===== config.mk =====
export PLATFORM = sky130hd
export DESIGN_NAME = txcp_parser_flat
export DESIGN_NICKNAME = d
export VERILOG_FILES = /design/src/common/txcp_pkg.sv /design/src/common/txcp_if.sv /design/src/verilog/txcp_span.sv /design/src/verilog/txcp_parser.sv /design/src/flat_wrapper.sv
export SDC_FILE = /design/constraint.sdc
export NUM_CORES = 1
export LEC_CHECK = 0
export ABC_AREA = 1
export BUFFER_PORTS_ARGS = -buffer_cell sky130_fd_sc_hd__buf_2
export CAP_MARGIN = 10
export CORE_MARGIN = 2
export CORE_UTILIZATION = 45
export DETAILED_ROUTE_END_ITERATION = 10
export SYNTH_ARGS = -nofsm -noshare
export SYNTH_HDL_FRONTEND = slang
export SYNTH_HIERARCHICAL = 1
export SYNTH_SLANG_ARGS = --single-unit

===== constraint.sdc =====
create_clock -name pclk -period 12.15 [get_ports pclk]
set_clock_uncertainty 0.2 [all_clocks]
set_input_delay 0.6075 -clock pclk [delete_from_list [all_inputs] [get_ports pclk]]
set_output_delay 0.6075 -clock pclk [all_outputs]
set_load 0.005 [all_outputs]

===== src/common/txcp_pkg.sv =====
// txcp_pkg: shared constants for the transmit command word parser
// assumes: 32-bit words on the link and an APB register port on the host end
`default_nettype none
package txcp_pkg;
  // command word layout
  localparam int CA_IOC      = 31;  // interrupt on completion
  localparam int CA_RSV_HI   = 30;
  localparam int CA_RSV_LO   = 26;
  localparam int CA_ALN_HI   = 25;  // buffer end alignment
  localparam int CA_ALN_LO   = 24;
  localparam int CA_OFF_HI   = 20;  // data start offset
  localparam int CA_OFF_LO   = 16;
  localparam int CA_FIRST    = 13;
  localparam int CA_LAST     = 12;
  localparam int CA_SIZE_HI  = 10;  // buffer byte count
  localparam int CB_TAG_HI   = 31;
  localparam int CB_TAG_LO   = 16;
  localparam int CB_LEN_HI   = 10;  // packet length
  localparam int SIZE_W      = 11;
  localparam int OFF_W       = 5;
  localparam int TAG_W       = 16;
  localparam int END_W       = 12;  // offset plus size
  localparam int DW_W        = 10;  // words in one buffer
  // end alignment codes
  typedef enum logic [1:0] {
    TXCP_ALN_4  = 2'h0,
    TXCP_ALN_16 = 2'h1,
    TXCP_ALN_32 = 2'h2,
    TXCP_ALN_RS = 2'h3
  } txcp_aln_t;
  localparam logic [DW_W-1:0] ALN4_MASK  = 10'h000;
  localparam logic [DW_W-1:0] ALN16_MASK = 10'h003;
  localparam logic [DW_W-1:0] ALN32_MASK = 10'h007;
  // host register map (byte addresses)
  localparam logic [7:0] REG_DATA = 8'h00;  // write pushes a word to the link
  localparam logic [7:0] REG_STAT = 8'h04;  // sticky events, write one to clear
  localparam logic [7:0] REG_MASK = 8'h08;
  localparam logic [7:0] REG_TSTS = 8'h0c;  // last packet status
  localparam int EV_ERR  = 0;
  localparam int EV_DONE = 1;
  localparam int EV_STAT = 2;
  localparam int EV_N    = 3;
  localparam logic [EV_N-1:0] MASK_RST = 3'h0;
endpackage
`default_nettype wire


===== src/common/txcp_if.sv =====
// txcp_if: word stream from host to parser, flags and status back
// assumes: both ends on pclk; the testbench binds the two modports
`default_nettype none
interface txcp_if;
  import txcp_pkg::*;
  logic              wvalid;      // host offers a word
  logic [31:0]       wdata;       // command or payload word
  logic              wready;      // parser takes the word
  logic              err_pls;     // transmit_error_flag event
  logic              done_pls;    // buffer_loaded_flag event
  logic              stat_vld;    // packet status pulse
  logic [TAG_W-1:0]  stat_tag;    // tag of that packet
  logic              stat_err;    // packet had an error
  modport dev  (input wvalid, wdata, output wready, err_pls, done_pls,
                stat_vld, stat_tag, stat_err);
  modport host (output wvalid, wdata, input wready, err_pls, done_pls,
                stat_vld, stat_tag, stat_err);
endinterface
`default_nettype wire


===== src/verilog/txcp_span.sv =====
// txcp_span: word counts of one buffer from its command word fields
// assumes: pure combinational helper, fields held stable by the caller
`default_nettype none
module txcp_span
  import txcp_pkg::*;
(
  input  wire logic [OFF_W-1:0]  off,       // data start offset
  input  wire logic [SIZE_W-1:0] size,      // buffer byte count
  input  wire logic [1:0]        aln,       // end alignment code
  output logic      [END_W-1:0]  end_b,     // first byte past payload
  output logic      [DW_W-1:0]   total_dw,  // words incl. padding
  output logic                   aln_bad    // reserved alignment code
);
  logic [END_W-1:0] up_b;
  logic [DW_W-1:0]  data_dw;
  logic [DW_W-1:0]  m;

  // padding follows from offset, size and alignment
  always_comb begin
    end_b   = END_W'({1'b0, size}) + END_W'(off);
    up_b    = end_b + 12'h003;
    data_dw = up_b[END_W-1:2];
    aln_bad = 1'b0;
    unique case (txcp_aln_t'(aln))
      TXCP_ALN_4:  m = ALN4_MASK;
      TXCP_ALN_16: m = ALN16_MASK;
      TXCP_ALN_32: m = ALN32_MASK;
      TXCP_ALN_RS: begin
        m       = ALN4_MASK;
        aln_bad = 1'b1;
      end
    endcase
    total_dw = (data_dw + m) & ~m;
  end
endmodule
`default_nettype wire


===== src/verilog/txcp_parser.sv =====
// txcp_parser: device end, splits command words from payload and checks packets
// assumes: host end drives the stream on the same pclk; payload sink may stall
//
// Our own choices: the APB interface to the registers and the register offsets.
`default_nettype none
module txcp_parser
  import txcp_pkg::*;
(
  input  wire logic        pclk,       // system clock
  input  wire logic        presetn,    // async reset, active low
  input  wire logic        pclk_en,    // freezes all state when low
  txcp_if.dev              lnk,        // word stream from the host end
  output logic             pay_valid,  // payload word available
  output logic [31:0]      pay_data,   // payload word
  output logic [3:0]       pay_be,     // valid bytes of the word
  output logic             pay_last,   // last payload word of a packet
  input  wire logic        pay_ready   // sink takes the word
);
  typedef enum logic [1:0] {TXCP_CMDA, TXCP_CMDB, TXCP_DATA} txcp_st_t;

  txcp_st_t          st_r;
  logic              ioc_r;
  logic              last_r;
  logic [OFF_W-1:0]  off_r;
  logic [SIZE_W-1:0] size_r;
  logic [1:0]        aln_r;
  logic [31:0]       cb_first_r;   // second word of the packet's first buffer
  logic              open_r;       // a packet is in progress
  logic              perr_r;       // error seen in this packet
  logic [SIZE_W:0]   sum_r;        // running byte count of the packet
  logic [DW_W-1:0]   widx_r;       // word index inside the buffer
  logic              wready_r;
  logic              err_r;
  logic              done_r;
  logic              svld_r;
  logic [TAG_W-1:0]  stag_r;
  logic              serr_r;
  logic              pv_r;
  logic [31:0]       pd_r;
  logic [3:0]        pbe_r;
  logic              pl_r;
  logic [END_W-1:0]  end_b;
  logic [DW_W-1:0]   total_dw;
  logic              aln_bad;
  logic              take;
  logic [3:0]        be_now;
  logic              is_end;
  logic              pv_nxt;
  logic [SIZE_W:0]   sum_nxt;
  logic              bmis;
  logic              lmis;

  // byte lanes of word idx that lie inside [off, end)
  function automatic logic [3:0] lane_en(input logic [DW_W-1:0] idx,
                                         input logic [OFF_W-1:0] off,
                                         input logic [END_W-1:0] eb);
    logic [END_W-1:0] p;
    logic [3:0]       e;
    e = 4'h0;
    for (int j = 0; j < 4; j++) begin
      p    = {idx, 2'h0} + END_W'(j);
      e[j] = (p >= END_W'(off)) && (p < eb);
    end
    return e;
  endfunction

  txcp_span u_span (
    .off      (off_r),
    .size     (size_r),
    .aln      (aln_r),
    .end_b    (end_b),
    .total_dw (total_dw),
    .aln_bad  (aln_bad)
  );

  // ===========================================================
  // stream decode
  // ===========================================================
  always_comb begin
    take    = lnk.wvalid && wready_r;
    be_now  = lane_en(widx_r, off_r, end_b);
    is_end  = (widx_r + 10'h001) >= total_dw;
    // a buffer with no reference loaded starts a fresh byte count
    sum_nxt = (open_r ? sum_r : '0) + (SIZE_W+1)'(size_r);
    bmis    = open_r && (lnk.wdata != cb_first_r);
    lmis    = sum_nxt != (SIZE_W+1)'(lnk.wdata[CB_LEN_HI:0]);
    pv_nxt  = pv_r && !pay_ready;
    if (take && st_r == TXCP_DATA && be_now != 4'h0) begin
      pv_nxt = 1'b1;  // only words with payload lanes are stored downstream
    end
  end

  // command and buffer state machine; commands precede payload
  always_ff @(posedge pclk or negedge presetn) begin
    if (!presetn) begin
      st_r   <= TXCP_CMDA;
      ioc_r  <= 1'b0;
      last_r <= 1'b0;
      off_r  <= '0;
      size_r <= '0;
      aln_r  <= 2'h0;
      widx_r <= '0;
    end else if (pclk_en && take) begin
      unique case (st_r)
        TXCP_CMDA: begin
          ioc_r  <= lnk.wdata[CA_IOC];
          aln_r  <= lnk.wdata[CA_ALN_HI:CA_ALN_LO];
          off_r  <= lnk.wdata[CA_OFF_HI:CA_OFF_LO];
          last_r <= lnk.wdata[CA_LAST];
          size_r <= lnk.wdata[CA_SIZE_HI:0];
          widx_r <= '0;
          st_r   <= TXCP_CMDB;
        end
        TXCP_CMDB: begin
          st_r <= (total_dw == '0) ? TXCP_CMDA : TXCP_DATA;
        end
        TXCP_DATA: begin
          widx_r <= widx_r + 10'h001;
          if (is_end) begin
            st_r <= TXCP_CMDA;
          end
        end
        default: begin
          st_r <= TXCP_CMDA;  // unused code falls back to a command word
        end
      endcase
    end
  end

  // packet bookkeeping: first word two, running size, error accumulation
  always_ff @(posedge pclk or negedge presetn) begin
    if (!presetn) begin
      cb_first_r <= '0;
      open_r     <= 1'b0;
      perr_r     <= 1'b0;
      sum_r      <= '0;
    end else if (pclk_en && take && st_r == TXCP_CMDA) begin
      if (lnk.wdata[CA_FIRST]) begin
        open_r <= 1'b0;  // next word two becomes the reference
        perr_r <= 1'b0;
        sum_r  <= '0;
      end
    end else if (pclk_en && take && st_r == TXCP_CMDB) begin
      if (!open_r) begin
        cb_first_r <= lnk.wdata;   // first buffer sets the reference
        open_r     <= 1'b1;
      end
      sum_r  <= sum_nxt;
      perr_r <= (open_r && perr_r) || bmis || aln_bad;
      if (last_r) begin
        open_r <= 1'b0;
      end
    end
  end

  // flag and status pulses toward the host end
  always_ff @(posedge pclk or negedge presetn) begin
    if (!presetn) begin
      err_r  <= 1'b0;
      done_r <= 1'b0;
      svld_r <= 1'b0;
      stag_r <= '0;
      serr_r <= 1'b0;
    end else if (pclk_en) begin
      err_r  <= 1'b0;
      done_r <= 1'b0;
      svld_r <= 1'b0;
      if (take && st_r == TXCP_CMDB) begin
        // a mismatch is flagged at once so software sees it early
        err_r <= bmis || aln_bad || (last_r && lmis);
        if (total_dw == '0) begin
          done_r <= ioc_r;
        end
        if (last_r) begin
          svld_r <= 1'b1;
          stag_r <= open_r ? cb_first_r[CB_TAG_HI:CB_TAG_LO]
                           : lnk.wdata[CB_TAG_HI:CB_TAG_LO];
          serr_r <= perr_r || bmis || aln_bad || lmis;
        end
      end
      if (take && st_r == TXCP_DATA && is_end) begin
        done_r <= ioc_r;  // buffer fully loaded, padding included
      end
    end
  end

  // payload output register; padding and offset words are dropped
  always_ff @(posedge pclk or negedge presetn) begin
    if (!presetn) begin
      pv_r     <= 1'b0;
      pd_r     <= '0;
      pbe_r    <= 4'h0;
      pl_r     <= 1'b0;
      wready_r <= 1'b0;
    end else if (pclk_en) begin
      pv_r <= pv_nxt;
      // one word in flight keeps ready registered at half rate
      wready_r <= !pv_nxt;
      if (take && st_r == TXCP_DATA && be_now != 4'h0) begin
        pd_r  <= lnk.wdata;
        pbe_r <= be_now;
        pl_r  <= last_r && (widx_r + 10'h001 >= end_b[END_W-1:2] + DW_W'(|end_b[1:0]));
      end
    end
  end

  assign lnk.wready   = wready_r;
  assign lnk.err_pls  = err_r;
  assign lnk.done_pls = done_r;
  assign lnk.stat_vld = svld_r;
  assign lnk.stat_tag = stag_r;
  assign lnk.stat_err = serr_r;
  assign pay_valid    = pv_r;
  assign pay_data     = pd_r;
  assign pay_be       = pbe_r;
  assign pay_last     = pl_r;
endmodule
`default_nettype wire


===== src/flat_wrapper.sv =====
// flat-port wrapper written by rule: the top's interface ports become plain ports
module txcp_parser_flat import txcp_pkg::*;
  (pclk, presetn, pclk_en, pay_valid, pay_data, pay_be, pay_last, pay_ready, lnk_wvalid, lnk_wdata, lnk_wready, lnk_err_pls, lnk_done_pls, lnk_stat_vld, lnk_stat_tag, lnk_stat_err);
  txcp_if lnk_i ();
  input  wire logic pclk;
  input  wire logic presetn;
  input  wire logic pclk_en;
  output logic pay_valid;
  output logic [31:0] pay_data;
  output logic [3:0] pay_be;
  output logic pay_last;
  input  wire logic pay_ready;
  input wire logic [$bits(lnk_i.wvalid)-1:0] lnk_wvalid;
  input wire logic [$bits(lnk_i.wdata)-1:0] lnk_wdata;
  output wire logic [$bits(lnk_i.wready)-1:0] lnk_wready;
  output wire logic [$bits(lnk_i.err_pls)-1:0] lnk_err_pls;
  output wire logic [$bits(lnk_i.done_pls)-1:0] lnk_done_pls;
  output wire logic [$bits(lnk_i.stat_vld)-1:0] lnk_stat_vld;
  output wire logic [$bits(lnk_i.stat_tag)-1:0] lnk_stat_tag;
  output wire logic [$bits(lnk_i.stat_err)-1:0] lnk_stat_err;
  assign lnk_i.wvalid = lnk_wvalid;
  assign lnk_i.wdata = lnk_wdata;
  assign lnk_wready = lnk_i.wready;
  assign lnk_err_pls = lnk_i.err_pls;
  assign lnk_done_pls = lnk_i.done_pls;
  assign lnk_stat_vld = lnk_i.stat_vld;
  assign lnk_stat_tag = lnk_i.stat_tag;
  assign lnk_stat_err = lnk_i.stat_err;
  txcp_parser u_core (.pclk(pclk), .presetn(presetn), .pclk_en(pclk_en), .lnk(lnk_i), .pay_valid(pay_valid), .pay_data(pay_data), .pay_be(pay_be), .pay_last(pay_last), .pay_ready(pay_ready));
endmodule

==> metrics, run 1 <==
H-tree depth 4; post-DP HPWL 18700 um; final period demand of the worst path 4.34 ns; port buffer count 95; Post-Synth Simple-Gate Area 29.2%; Max Freq 0.230 GHz; All-Layer GR Usage 24.3%; status finished, final reports clean; CP Class flop to flop; Slew HR 30.2%; residual DRC count 0; antenna violations before repair 0; FF-to-FF End u_core/lnk.done_pls$_DFFE_PN0P_; syn_area_per_cell 7.30 um^2; Vias 8065; Final Setup Violations 0; first-pass GRT wire length 41100 um; Syn. warnings 6; vias in the first global route 7930; Root Buffer clkbuf_16; Crit path arrival time 4.50 ns; endpoints failing hold 0; Min-Delay Startpoint u_core/pay_data[13]$_DFFE_PN0P_; hold-critical path depth 2; Seq/Total Area, Yosys 38.2%; Setup Buffers After CTS 0; Worst R2R Path Depth 27; Critical R2R Launch u_core/off_r[0]$_DFFE_PN0P_; fillers 1993; Hold Path Sink u_core/pay_data[13]$_DFFE_PN0P_; post-synthesis async set-or-reset flop share 100%; # diodes 0; total CTS buffers 17; CTS tree yes; die width 145 um; critical path launch point u_core/off_r[0]$_DFFE_PN0P_; Layout area overhead 14.7%; Adder-Cell Fraction of Synth Area 8.68%; worst skew pair latency 0.42 ns; number of synthesized flops with an enable pin 0; I/O Pins 96; DIE HEIGHT 145 um; ys flop type dfrtp_1; dpl cells 1563; Max Root-Sink Buffers 2; die area 21100 um^2; Sink Count 137; post-synth top area cell dfrtp_1; worst min path class flop to flop; main combinational cell family by area after synthesis simple AND/OR/NAND/NOR gates; most frequent cells in the layout 359 x nand2_1, 171 x inv_1, 137 x dfrtp_1; critical path's most frequent cell nand2_1; # nets final 1416; Critical Path Fanout Max 5; number of distinct library cells after synthesis 41; initial drt markers 504; Startpoint Class flop; total wire length 24800 um; setup slack, reg-to-reg 7.81 ns; maximum vdd drop 0.000107 V; core area 19500 um^2; clock transition at the registers of the reported paths 0.07 ns; Syn Nets 1326; top cells by area, synth dfrtp_1 38%, nand2_1 15%, ha_1 8.2%, inv_1 7.2%, o21ai_0 6.6%; share of the synthesized area in the top cell type 38.2%; Final period util 35.7%; #FFs+latches synth 137; post-synth design cell area 8970 um^2; WL per Instance 15.6 um; total gr overflow 0; max-cap viol count 0; row cnt 51; slowest CP cell fa_1; pin count of the biggest net entering global routing 78; CP endpoint kind flop; Compound-Gate Fraction of Synth Area 11.4%; Pre-antenna DRT Iters 5; RSZ-0062 raised after global routing false; final setup TNS 0 ns; GP Congestion 0.871; post-route insts no fill 1596; Worst path max stage delay 0.43 ns; xor/xnor cell area share of the yosys netlist 3.01%; Pwr Density 284 nW/um^2; Gate Count Post-Synth 1228; ANT nets after route 0; vias per inst 5.05; Initial Utilization 45.9%; Final WS setup 7.81 ns; Leakage Power 5.66 nW; pre-CTS setup slack 7.77 ns; layout cells sized above 1 14.0%; CP Data Required Time 12.31 ns; most common cell after layout, fill and taps aside nand2_1; mux share of post-synthesis cell area 0.251%; Worst-Margin Slew 1.04 ns; Max Slew Vio Count 0
flip-flops by register name, summed over array words and instances (netlist names), 2 cells and up:
signal               flops
u_core/aln_r             2
u_core/cb_first_r       32
u_core/lnk.stat_tag     16
u_core/off_r             5
u_core/pay_be            4
u_core/pay_data         32
u_core/size_r           11
u_core/st_r              2
u_core/sum_r            12
u_core/widx_r           10
timing repair:
item	4_1_cts	5_1_grt
hold endpoints to repair	23	0
hold buffers	1	0
resized for setup	0	0
report_power, final:
| part | total (mW) | switching [mW] | internal, mW |
|---|---|---|---|
| Sequential | 0.791 | 0.163 | 0.628 |
| Clock | 0.537 | 0.225 | 0.312 |
| Combinational | 1.59 | 0.997 | 0.598 |
area by class of cell:
cell class	instances	area, um^2	share of cell area (%)
flip-flops and latches	137	3430	33.3
clock inverters	15	180	1.75
inverters	176	661	6.42
multi-input cells	884	4720	45.9
repair buffers	102	537	5.22
well taps	265	332	3.22
clock buffers	17	425	4.14
cell usage after synthesis, types with 4 or more instances:
master and count:
or2_2 5, nor4_1 5, inv_1 171, nor3_1 6, clkbuf_1 24, nand2_2 14, inv_2 5, ha_1 59
nand2_1 360, o22ai_1 14, xnor2_1 8, nand4_1 15, a21oi_1 28, o211ai_1 4, dfrtp_1 137, xor2_1 21
nor2_4 4, o21ai_1 17, nand3_1 101, nor2_1 70, o21ai_0 118, nand3_2 6, o21ai_2 5
logic make-up after synthesis:
logic type | Yosys count
adders and majority gates | 61
muxes | 2
and+or+nand+nor | 599
buffers and inverters | 207
AOI/OAI and AO/OA | 192
DFF | 137
xor gates and xnor gates | 30
metrics by stage:
stage	util [%]	cell area [um^2]	power (mW)	hold slack [ns]
after floorplan	-	8970	1.96	0.112
after CTS	52.7	10300	2.94	0.270
after detailed placement	49.5	9670	2.39	0.257
after global routing	52.7	10300	3.23	0.271
final	52.7	10300	2.92	0.270
after global placement	49.5	9670	2.36	0.254
worst max-delay path: cells and delay by family, from the launching register on:
| family | cells | cell delay, ns |
|---|---|---|
| AND/OR/NAND/NOR | 18 | 1.90 |
| adder cells (fa/ha/maj) | 4 | 1.28 |
| flip-flops | 1 | 0.41 |
| XOR/XNOR | 1 | 0.26 |
| buffers and inverters | 3 | 0.16 |
| AO/OA/AOI/OAI | 1 | 0.07 |
layer usage:
layer / global-route usage, % / wire length [um] / vias up
met5: 0 / 0 / -
li1: - / - / 4137
met1: 32.4 / 11400 / 3724
met4: 6.81 / 503 / 0
met3: 4.40 / 1040 / 26
met2: 40.5 / 11900 / 178
worst max-delay path by stage:
stage                                           end  slack (ns)
floorplan           u_core/lnk.done_pls$_DFFE_PN0P_        8.24
global placement    u_core/lnk.done_pls$_DFFE_PN0P_        7.83
detailed placement  u_core/lnk.done_pls$_DFFE_PN0P_        7.77
CTS                 u_core/lnk.done_pls$_DFFE_PN0P_        7.76
global route        u_core/lnk.done_pls$_DFFE_PN0P_        7.36
finish              u_core/lnk.done_pls$_DFFE_PN0P_        7.81
Power figures use the tool's default switching activity.
==> run 2, diff against run 1 <==
--- a/config.mk
+++ b/config.mk
@@ -5,7 +5,7 @@
 export SDC_FILE = /design/constraint.sdc
 export NUM_CORES = 1
 export LEC_CHECK = 0
-export ABC_AREA = 1
+export ABC_AREA = 0
 export BUFFER_PORTS_ARGS = -buffer_cell sky130_fd_sc_hd__buf_2
 export CAP_MARGIN = 10
 export CORE_MARGIN = 2
==> constraint.sdc (replaced) <==
create_clock -name pclk -period 4.34 [get_ports pclk]
set_clock_uncertainty 0.2 [all_clocks]
set_input_delay 0.217 -clock pclk [delete_from_list [all_inputs] [get_ports pclk]]
set_output_delay 0.217 -clock pclk [all_outputs]
set_load 0.005 [all_outputs]
==> run 2 against run 1 <==
Against the previous run: the flow now finishes with violations (setup timing); fmax shrank 2.9%; register-to-register slack lost 7.9 ns; sequential cell count is the same; power grew to 3.3 times the previous value; worst setup slack lost 7.9 ns; sequential power grew to 2.9 times the previous value; critical endpoint unchanged; largest power group unchanged.
==> metrics, run 2 <==
status finished, violations left; failing checks setup timing; Syn. warnings 6 (unchanged); Final WS setup -0.131 ns (-7.94 ns); internal power 5.72 mW (+270%); # diodes 0 (unchanged); # nets final 1096 (-23%); syn_area_per_cell 10.4 um^2 (+42%); Max Root-Sink Buffers 2 (unchanged); total wire length 22200 um (-11%); critical path launch point u_core/off_r[0]$_DFFE_PN0P_; sw frac 41.4% (-6.0 points); post-synth design cell area 8480 um^2 (-5.4%); total power 9.77 mW (+230%); M3 GR Usage 4.08% (-0.32 points); combinational power share 61.8% (+7.2 points); RSZ-0062 raised after global routing true; CP Class flop to flop; grt peak-use layer met2; vias per inst 5.45 (+7.9%); CP endpoint kind flop; Synth top cells by count 137 x dfrtp_1, 70 x nand2_1, 59 x ha_1; WL per Instance 17.8 um (+15%); final period demand of the worst path 4.47 ns (+0.131 ns); Max Slew Vio Count 0 (unchanged); die area 20000 um^2 (-5.3%); Root Buffer clkbuf_16; most frequent cells in the layout 137 x dfrtp_1, 94 x buf_2, 69 x nand2_1; sw power 4.05 mW (+190%); antenna violations before repair 0 (unchanged); CP Data Required Time 4.50 ns (-7.81 ns); ANT nets after route 0 (unchanged); clock transition at the registers of the reported paths 0.06 ns (about the same); share of the synthesized area in the top cell type 40.4% (+2.2 points); port buffer count 95 (unchanged); post-synthesis async set-or-reset flop share 100% (unchanged); residual DRC count 0 (unchanged); Initial Utilization 45.6% (-0.27 points); initial drt markers 289 (-43%); first-pass GRT wire length 35900 um (-13%); final setup TNS -0.212 ns (-0.212 ns); post-layout util 58.0% (+5.3 points); total CTS buffers 17 (unchanged); Leakage Power 5.05 nW (-11%); Max Freq 0.224 GHz (-2.9%); H-tree depth 4 (unchanged); #FFs+latches synth 137 (unchanged); maximum vdd drop 0.000544 V (+410%); Critical R2R Launch u_core/off_r[0]$_DFFE_PN0P_; Pre-antenna DRT Iters 4 (-1); most common cell after layout, fill and taps aside dfrtp_1; total gr overflow 0 (unchanged); met1 usage 30.7% (-1.7 points); Slew HR 23.7% (-6.5 points); worst min path class input pin to flop; Final Setup Violations 2 (+2); die width 141 um (-2.7%); All-Layer GR Usage 22.9% (-1.4 points); CTS tree yes; worst skew pair latency 0.42 ns (about the same); top cells by area, synth dfrtp_1 40%, ha_1 8.7%, mux2_2 6.9%, xor2_1 4.1%, mux2_1 3.9%; Crit path arrival time 4.63 ns (+0.13 ns); post-synth top area cell dfrtp_1; max-cap viol count 0 (unchanged); row cnt 50 (-2.0%); pin count of the biggest net entering global routing 78 (unchanged); endpoints failing hold 0 (unchanged); pre-CTS setup slack -0.181 ns (-7.95 ns); core area 18600 um^2 (-4.8%); Pwr Density 907 nW/um^2 (+220%); Sink Count 137 (unchanged); I/O Pins 96 (unchanged); most numerous cell in the Yosys netlist dfrtp_1; Min-Delay Startpoint lnk_wdata[9]; GP Congestion 0.881 (+1.2%); clock power share 14.3% (-4.1 points); layout cells sized above 1 28.1% (+14 points); Worst-Margin Slew 1.14 ns (+0.0984 ns); Final period util 103% (+67 points); number of distinct library cells after synthesis 75 (+83%); Seq/Total Area, Yosys 40.4% (+2.2 points); Vias 6786 (-16%); vias in the first global route 6731 (-15%); ys flop type dfrtp_1; Startpoint Class flop; DIE HEIGHT 141 um (-2.7%); register share of total power 23.9% (-3.2 points); Critical Path Fanout Max 4 (-1); Gate Count Post-Synth 819 (-33%); Syn Nets 917 (-31%); number of synthesized flops with an enable pin 0 (unchanged); post-DP HPWL 15800 um (-16%); Layout area overhead 27.0%; M2 GR Usage 37.9% (-2.6 points)
run 2: cell types whose count changed in the layout (fill, tap and decap cells not counted), moves of 17 or more:
cell	before	now
mux2_1	0	29
dlygate4sd3_1	1	33
xor2_1	21	39
inv_1	171	43
nand2_1	359	69
nand3_1	101	29
xnor2_1	8	34
o21ai_0	118	52
mux2_2	2	52
nor2_1	70	25
buf_4	6	55
mux2i_1	0	17
run 2: repair_timing:
action                                  CTS  global route
hold buffers                             33             0
gates resized for setup                  15             9
gates cloned                              1             0
pin swaps                                21             9
endpoints found under the hold margin   164             0
buffers inserted                          7             4
endpoints found under the setup margin   35            39
run 2: worst paths after layout:
kind / end / slack [ns] / depth (start not counted)
max in group asynchronous: u_core/sum_r[9]$_DFFE_PN0P_ / 2.79 / 3
min reg2reg: u_core/pay_data[14]$_DFFE_PN0P_ / 0.28 / 1
min: u_core/pay_data[9]$_DFFE_PN0P_ / 0.02 / 2
max: u_core/lnk.done_pls$_DFFE_PN0P_ / -0.13 / 19
min in group asynchronous: u_core/cb_first_r[8]$_DFFE_PN0P_ / 0.20 / 2
max reg2reg: u_core/lnk.done_pls$_DFFE_PN0P_ / -0.13 / 19
run 2: critical path, cell delays in order, from the launching register on:
cell and delay [ns]:
dfrtp_1 0.41, ha_4 0.18, fa_2 0.44, xor2_4 0.18
o221a_4 0.20, nand2_2 0.06, xnor2_2 0.12, ha_1 0.31
and3_4 0.19, a221oi_4 0.06, maj3_2 0.37, nor4b_4 0.26
xor2_1 0.23, inv_1 0.11, ha_4 0.29, nand4_1 0.07
o211ai_1 0.23, a21oi_2 0.11, o31ai_2 0.21, a32o_1 0.19
run 2: layout make-up:
cell class / instances / area, um^2
clock inverter: 14 / 140
tap: 234 / 293
fill: 1582 / 7810
clock buffer: 17 / 425
timing repair buffer: 188 / 1310
inverter: 43 / 161
sequential: 137 / 3430
multi-input combinational: 611 / 5020
run 2: layer usage:
layer,share of wire [%],routed length (um)
met1,46,10200
met2,48,10600
met3,4.1,909
met4,2.3,509
met5,0,0
run 2: kinds of logic after synthesis:
logic type,count (synthesis),synth area share (%)
DFF,137,40.4
buffers and inverters,71,3.25
AOI/OAI and AO/OA,160,12.8
and+or+nand+nor,214,13.3
xor gates and xnor gates,77,8.20
muxes,98,12.8
adders and majority gates,62,9.31
run 2: power groups by stage:
stage	registers, mW	clock network (mW)	logic [mW]
CTS	2.32	1.43	5.93
finish	2.33	1.40	6.04
global placement	2.32	0	5.44
detailed placement	2.33	0	5.48
global route	2.42	1.48	6.72
floorplan	2.24	0	3.81
run 2: per-stage QoR:
step | hold slack (ns) | std cells | area (um^2)
floorplan | -0.279 | 819 | 8550
global placement | 0.113 | 1168 | 9610
detailed placement | 0.109 | 1168 | 9610
CTS | 0.0251 | 1240 | 10700
global route | 0.0168 | 1244 | 10800
finish | 0.0248 | 1244 | 10800
==> run 3, diff against run 2 <==
==> constraint.sdc (replaced) <==
create_clock -name pclk -period 4.12 [get_ports pclk]
set_clock_uncertainty 0.2 [all_clocks]
set_input_delay 0.206 -clock pclk [delete_from_list [all_inputs] [get_ports pclk]]
set_output_delay 0.206 -clock pclk [all_outputs]
set_load 0.005 [all_outputs]
==> run 3 against run 2 <==
Against the previous run: the run still ends with setup timing left; sequential power grew 5%; combinational power up 6.0%; wire length shrank 1.3%; power rose by 5.0%; register-to-register slack worse by 0.14 ns; cell count increased by 1.2%; core utilization rose by 0.74 points; global-route usage hardly changed.
==> metrics, run 3 (synthesis results as in run 2) <==
pre-CTS setup slack -0.386 ns (-0.205 ns); row cnt 50 (unchanged); Worst path max stage delay 0.41 ns (-0.03 ns); worst skew pair latency 0.42 ns (about the same); die area 20000 um^2 (unchanged); post-DP HPWL 15800 um (about the same); port buffer count 95 (unchanged); WL per Instance 17.4 um (-2.5%); clock transition at the registers of the reported paths 0.06 ns (about the same); endpoints failing hold 0 (unchanged); Max Freq 0.228 GHz (+1.8%); Critical Path Fanout Max 4 (unchanged); All-Layer GR Usage 22.9% (about the same); slowest CP cell dfrtp_1; total CTS buffers 17 (unchanged); antenna violations before repair 0 (unchanged); worst min path class input pin to flop; total wire length 21900 um (-1.3%); vias per inst 5.39 (-1.3%); most common cell after layout, fill and taps aside dfrtp_1; most frequent cells in the layout 137 x dfrtp_1, 94 x buf_2, 69 x nand2_1; setup slack, reg-to-reg -0.27 ns (-0.14 ns); crit path cell chain ha_4 -> fa_2 -> xor2_4 -> o221a_4 -> nand2_2 -> xnor2_1 -> ha_1 -> buf_4 -> a221oi_4 -> maj3_2 -> nor3_2 -> xor2_1 -> inv_1 -> ha_4 -> a21o_1 -> a21oi_1 -> o211ai_1 -> a21oi_2 -> o31ai_1 -> a32o_1; Max Slew Vio Count 0 (unchanged); failing checks setup timing; maximum vdd drop 0.000525 V (-3.5%); initial drt markers 357 (+24%); Startpoint Class flop; total power 10.3 mW (+5.0%); layout cells sized above 1 29.4% (+1.2 points); pin count of the biggest net entering global routing 94 (+21%); CTS tree yes; GP Congestion 0.868 (-1.5%); Final WS setup -0.273 ns (-0.142 ns); residual DRC count 0 (unchanged); Vias 6781 (-0.074%); Max Root-Sink Buffers 2 (unchanged); Bufs and invs on worst path 2 (+1); Root Buffer clkbuf_16; status finished, violations left; vias in the first global route 6803 (+1.1%); ANT nets after route 0 (unchanged); die width 141 um (unchanged); CP Data Required Time 4.22 ns (-0.28 ns); # nets final 1110 (+1.3%); critical path's most frequent cell ha_4; # diodes 0 (unchanged); CP Class flop to flop; core area 18600 um^2 (unchanged); final setup TNS -3.96 ns (-3.75 ns); H-tree depth 4 (unchanged); max-cap viol count 0 (unchanged); Slew HR 42.0% (+18 points); Pre-antenna DRT Iters 4 (unchanged); Final Setup Violations 35 (+33); Pwr Density 941 nW/um^2 (+3.7%); Layout area overhead 28.6%; Top delay family on crit path compound AO/OA/AOI/OAI gates; DP Area 9770 um^2 (+1.7%); DIE HEIGHT 141 um (unchanged); final period demand of the worst path 4.39 ns (-0.0779 ns); I/O Pins 96 (unchanged); Final period util 107% (+3.6 points); Leakage Power 5.13 nW (+1.5%); dpl cells 1183 (+1.3%); Initial Utilization 45.6% (unchanged); CP endpoint kind flop; post-route insts no fill 1259 (+1.2%); Sink Count 137 (unchanged); first-pass GRT wire length 35800 um (-0.23%); RSZ-0062 raised after global routing true; total gr overflow 0 (unchanged); Crit path arrival time 4.49 ns (-0.14 ns); Worst-Margin Slew 0.870 ns (-0.272 ns); post-route cell area 10900 um^2 (+1.3%)
-- run 3: final cells by class --
cell class | count | area, um^2
Tap cell | 234 | 293
Inverter | 43 | 161
Multi-Input combinational cell | 611 | 5020
Clock inverter | 13 | 106
Clock buffer | 19 | 443
Sequential cell | 137 | 3430
Fill cell | 1613 | 7670
Timing Repair Buffer | 202 | 1460
-- run 3: power by group --
group	total [mW]	internal, mW	switching [mW]
logic	6.40	3.27	3.13
clock network	1.41	0.798	0.615
registers	2.44	1.96	0.489
-- run 3: layer usage --
layer | vias up | global-route usage (%) | wire length, um | part of all wire (%)
li1 | 3343 | - | - | -
met1 | 3303 | 30.4 | 10100 | 46
met2 | 117 | 38.6 | 10600 | 48
met3 | 18 | 4.25 | 927 | 4.2
met4 | 0 | 6.11 | 278 | 1.3
met5 | - | 0 | 0 | 0
-- run 3: final timing paths --
| path | from | to | depth (start not counted) |
|---|---|---|---|
| min reg2reg | u_core/lnk.stat_tag[0]$_DFFE_PN0P_ | u_core/lnk.stat_tag[0]$_DFFE_PN0P_ | 2 |
| max | u_core/off_r[0]$_DFFE_PN0P_ | u_core/lnk.done_pls$_DFFE_PN0P_ | 20 |
| max in group asynchronous | presetn | u_core/off_r[2]$_DFFE_PN0P_ | 3 |
| min | lnk_wdata[9] | u_core/pay_data[9]$_DFFE_PN0P_ | 2 |
| max reg2reg | u_core/off_r[0]$_DFFE_PN0P_ | u_core/lnk.done_pls$_DFFE_PN0P_ | 20 |
| min in group asynchronous | presetn | u_core/pay_data[9]$_DFFE_PN0P_ | 2 |
-- run 3: through the flow --
| step | hold WS [ns] | util, % |
|---|---|---|
| after floorplan | -0.290 | - |
| after global placement | 0.149 | 52.6 |
| after detailed placement | 0.148 | 52.6 |
| after CTS | 0.00832 | 58.3 |
| after global routing | 0.0137 | 58.7 |
| final | 0.00629 | 58.7 |
-- run 3: what timing repair did --
item                                    CTS  global route
buffers inserted                          6             4
cloned                                    2             0
endpoints found under the setup margin   40            41
hold endpoints to repair                182             0
gates resized for setup                  13            10
hold buffers                             32             0
pin swaps                                 5             3
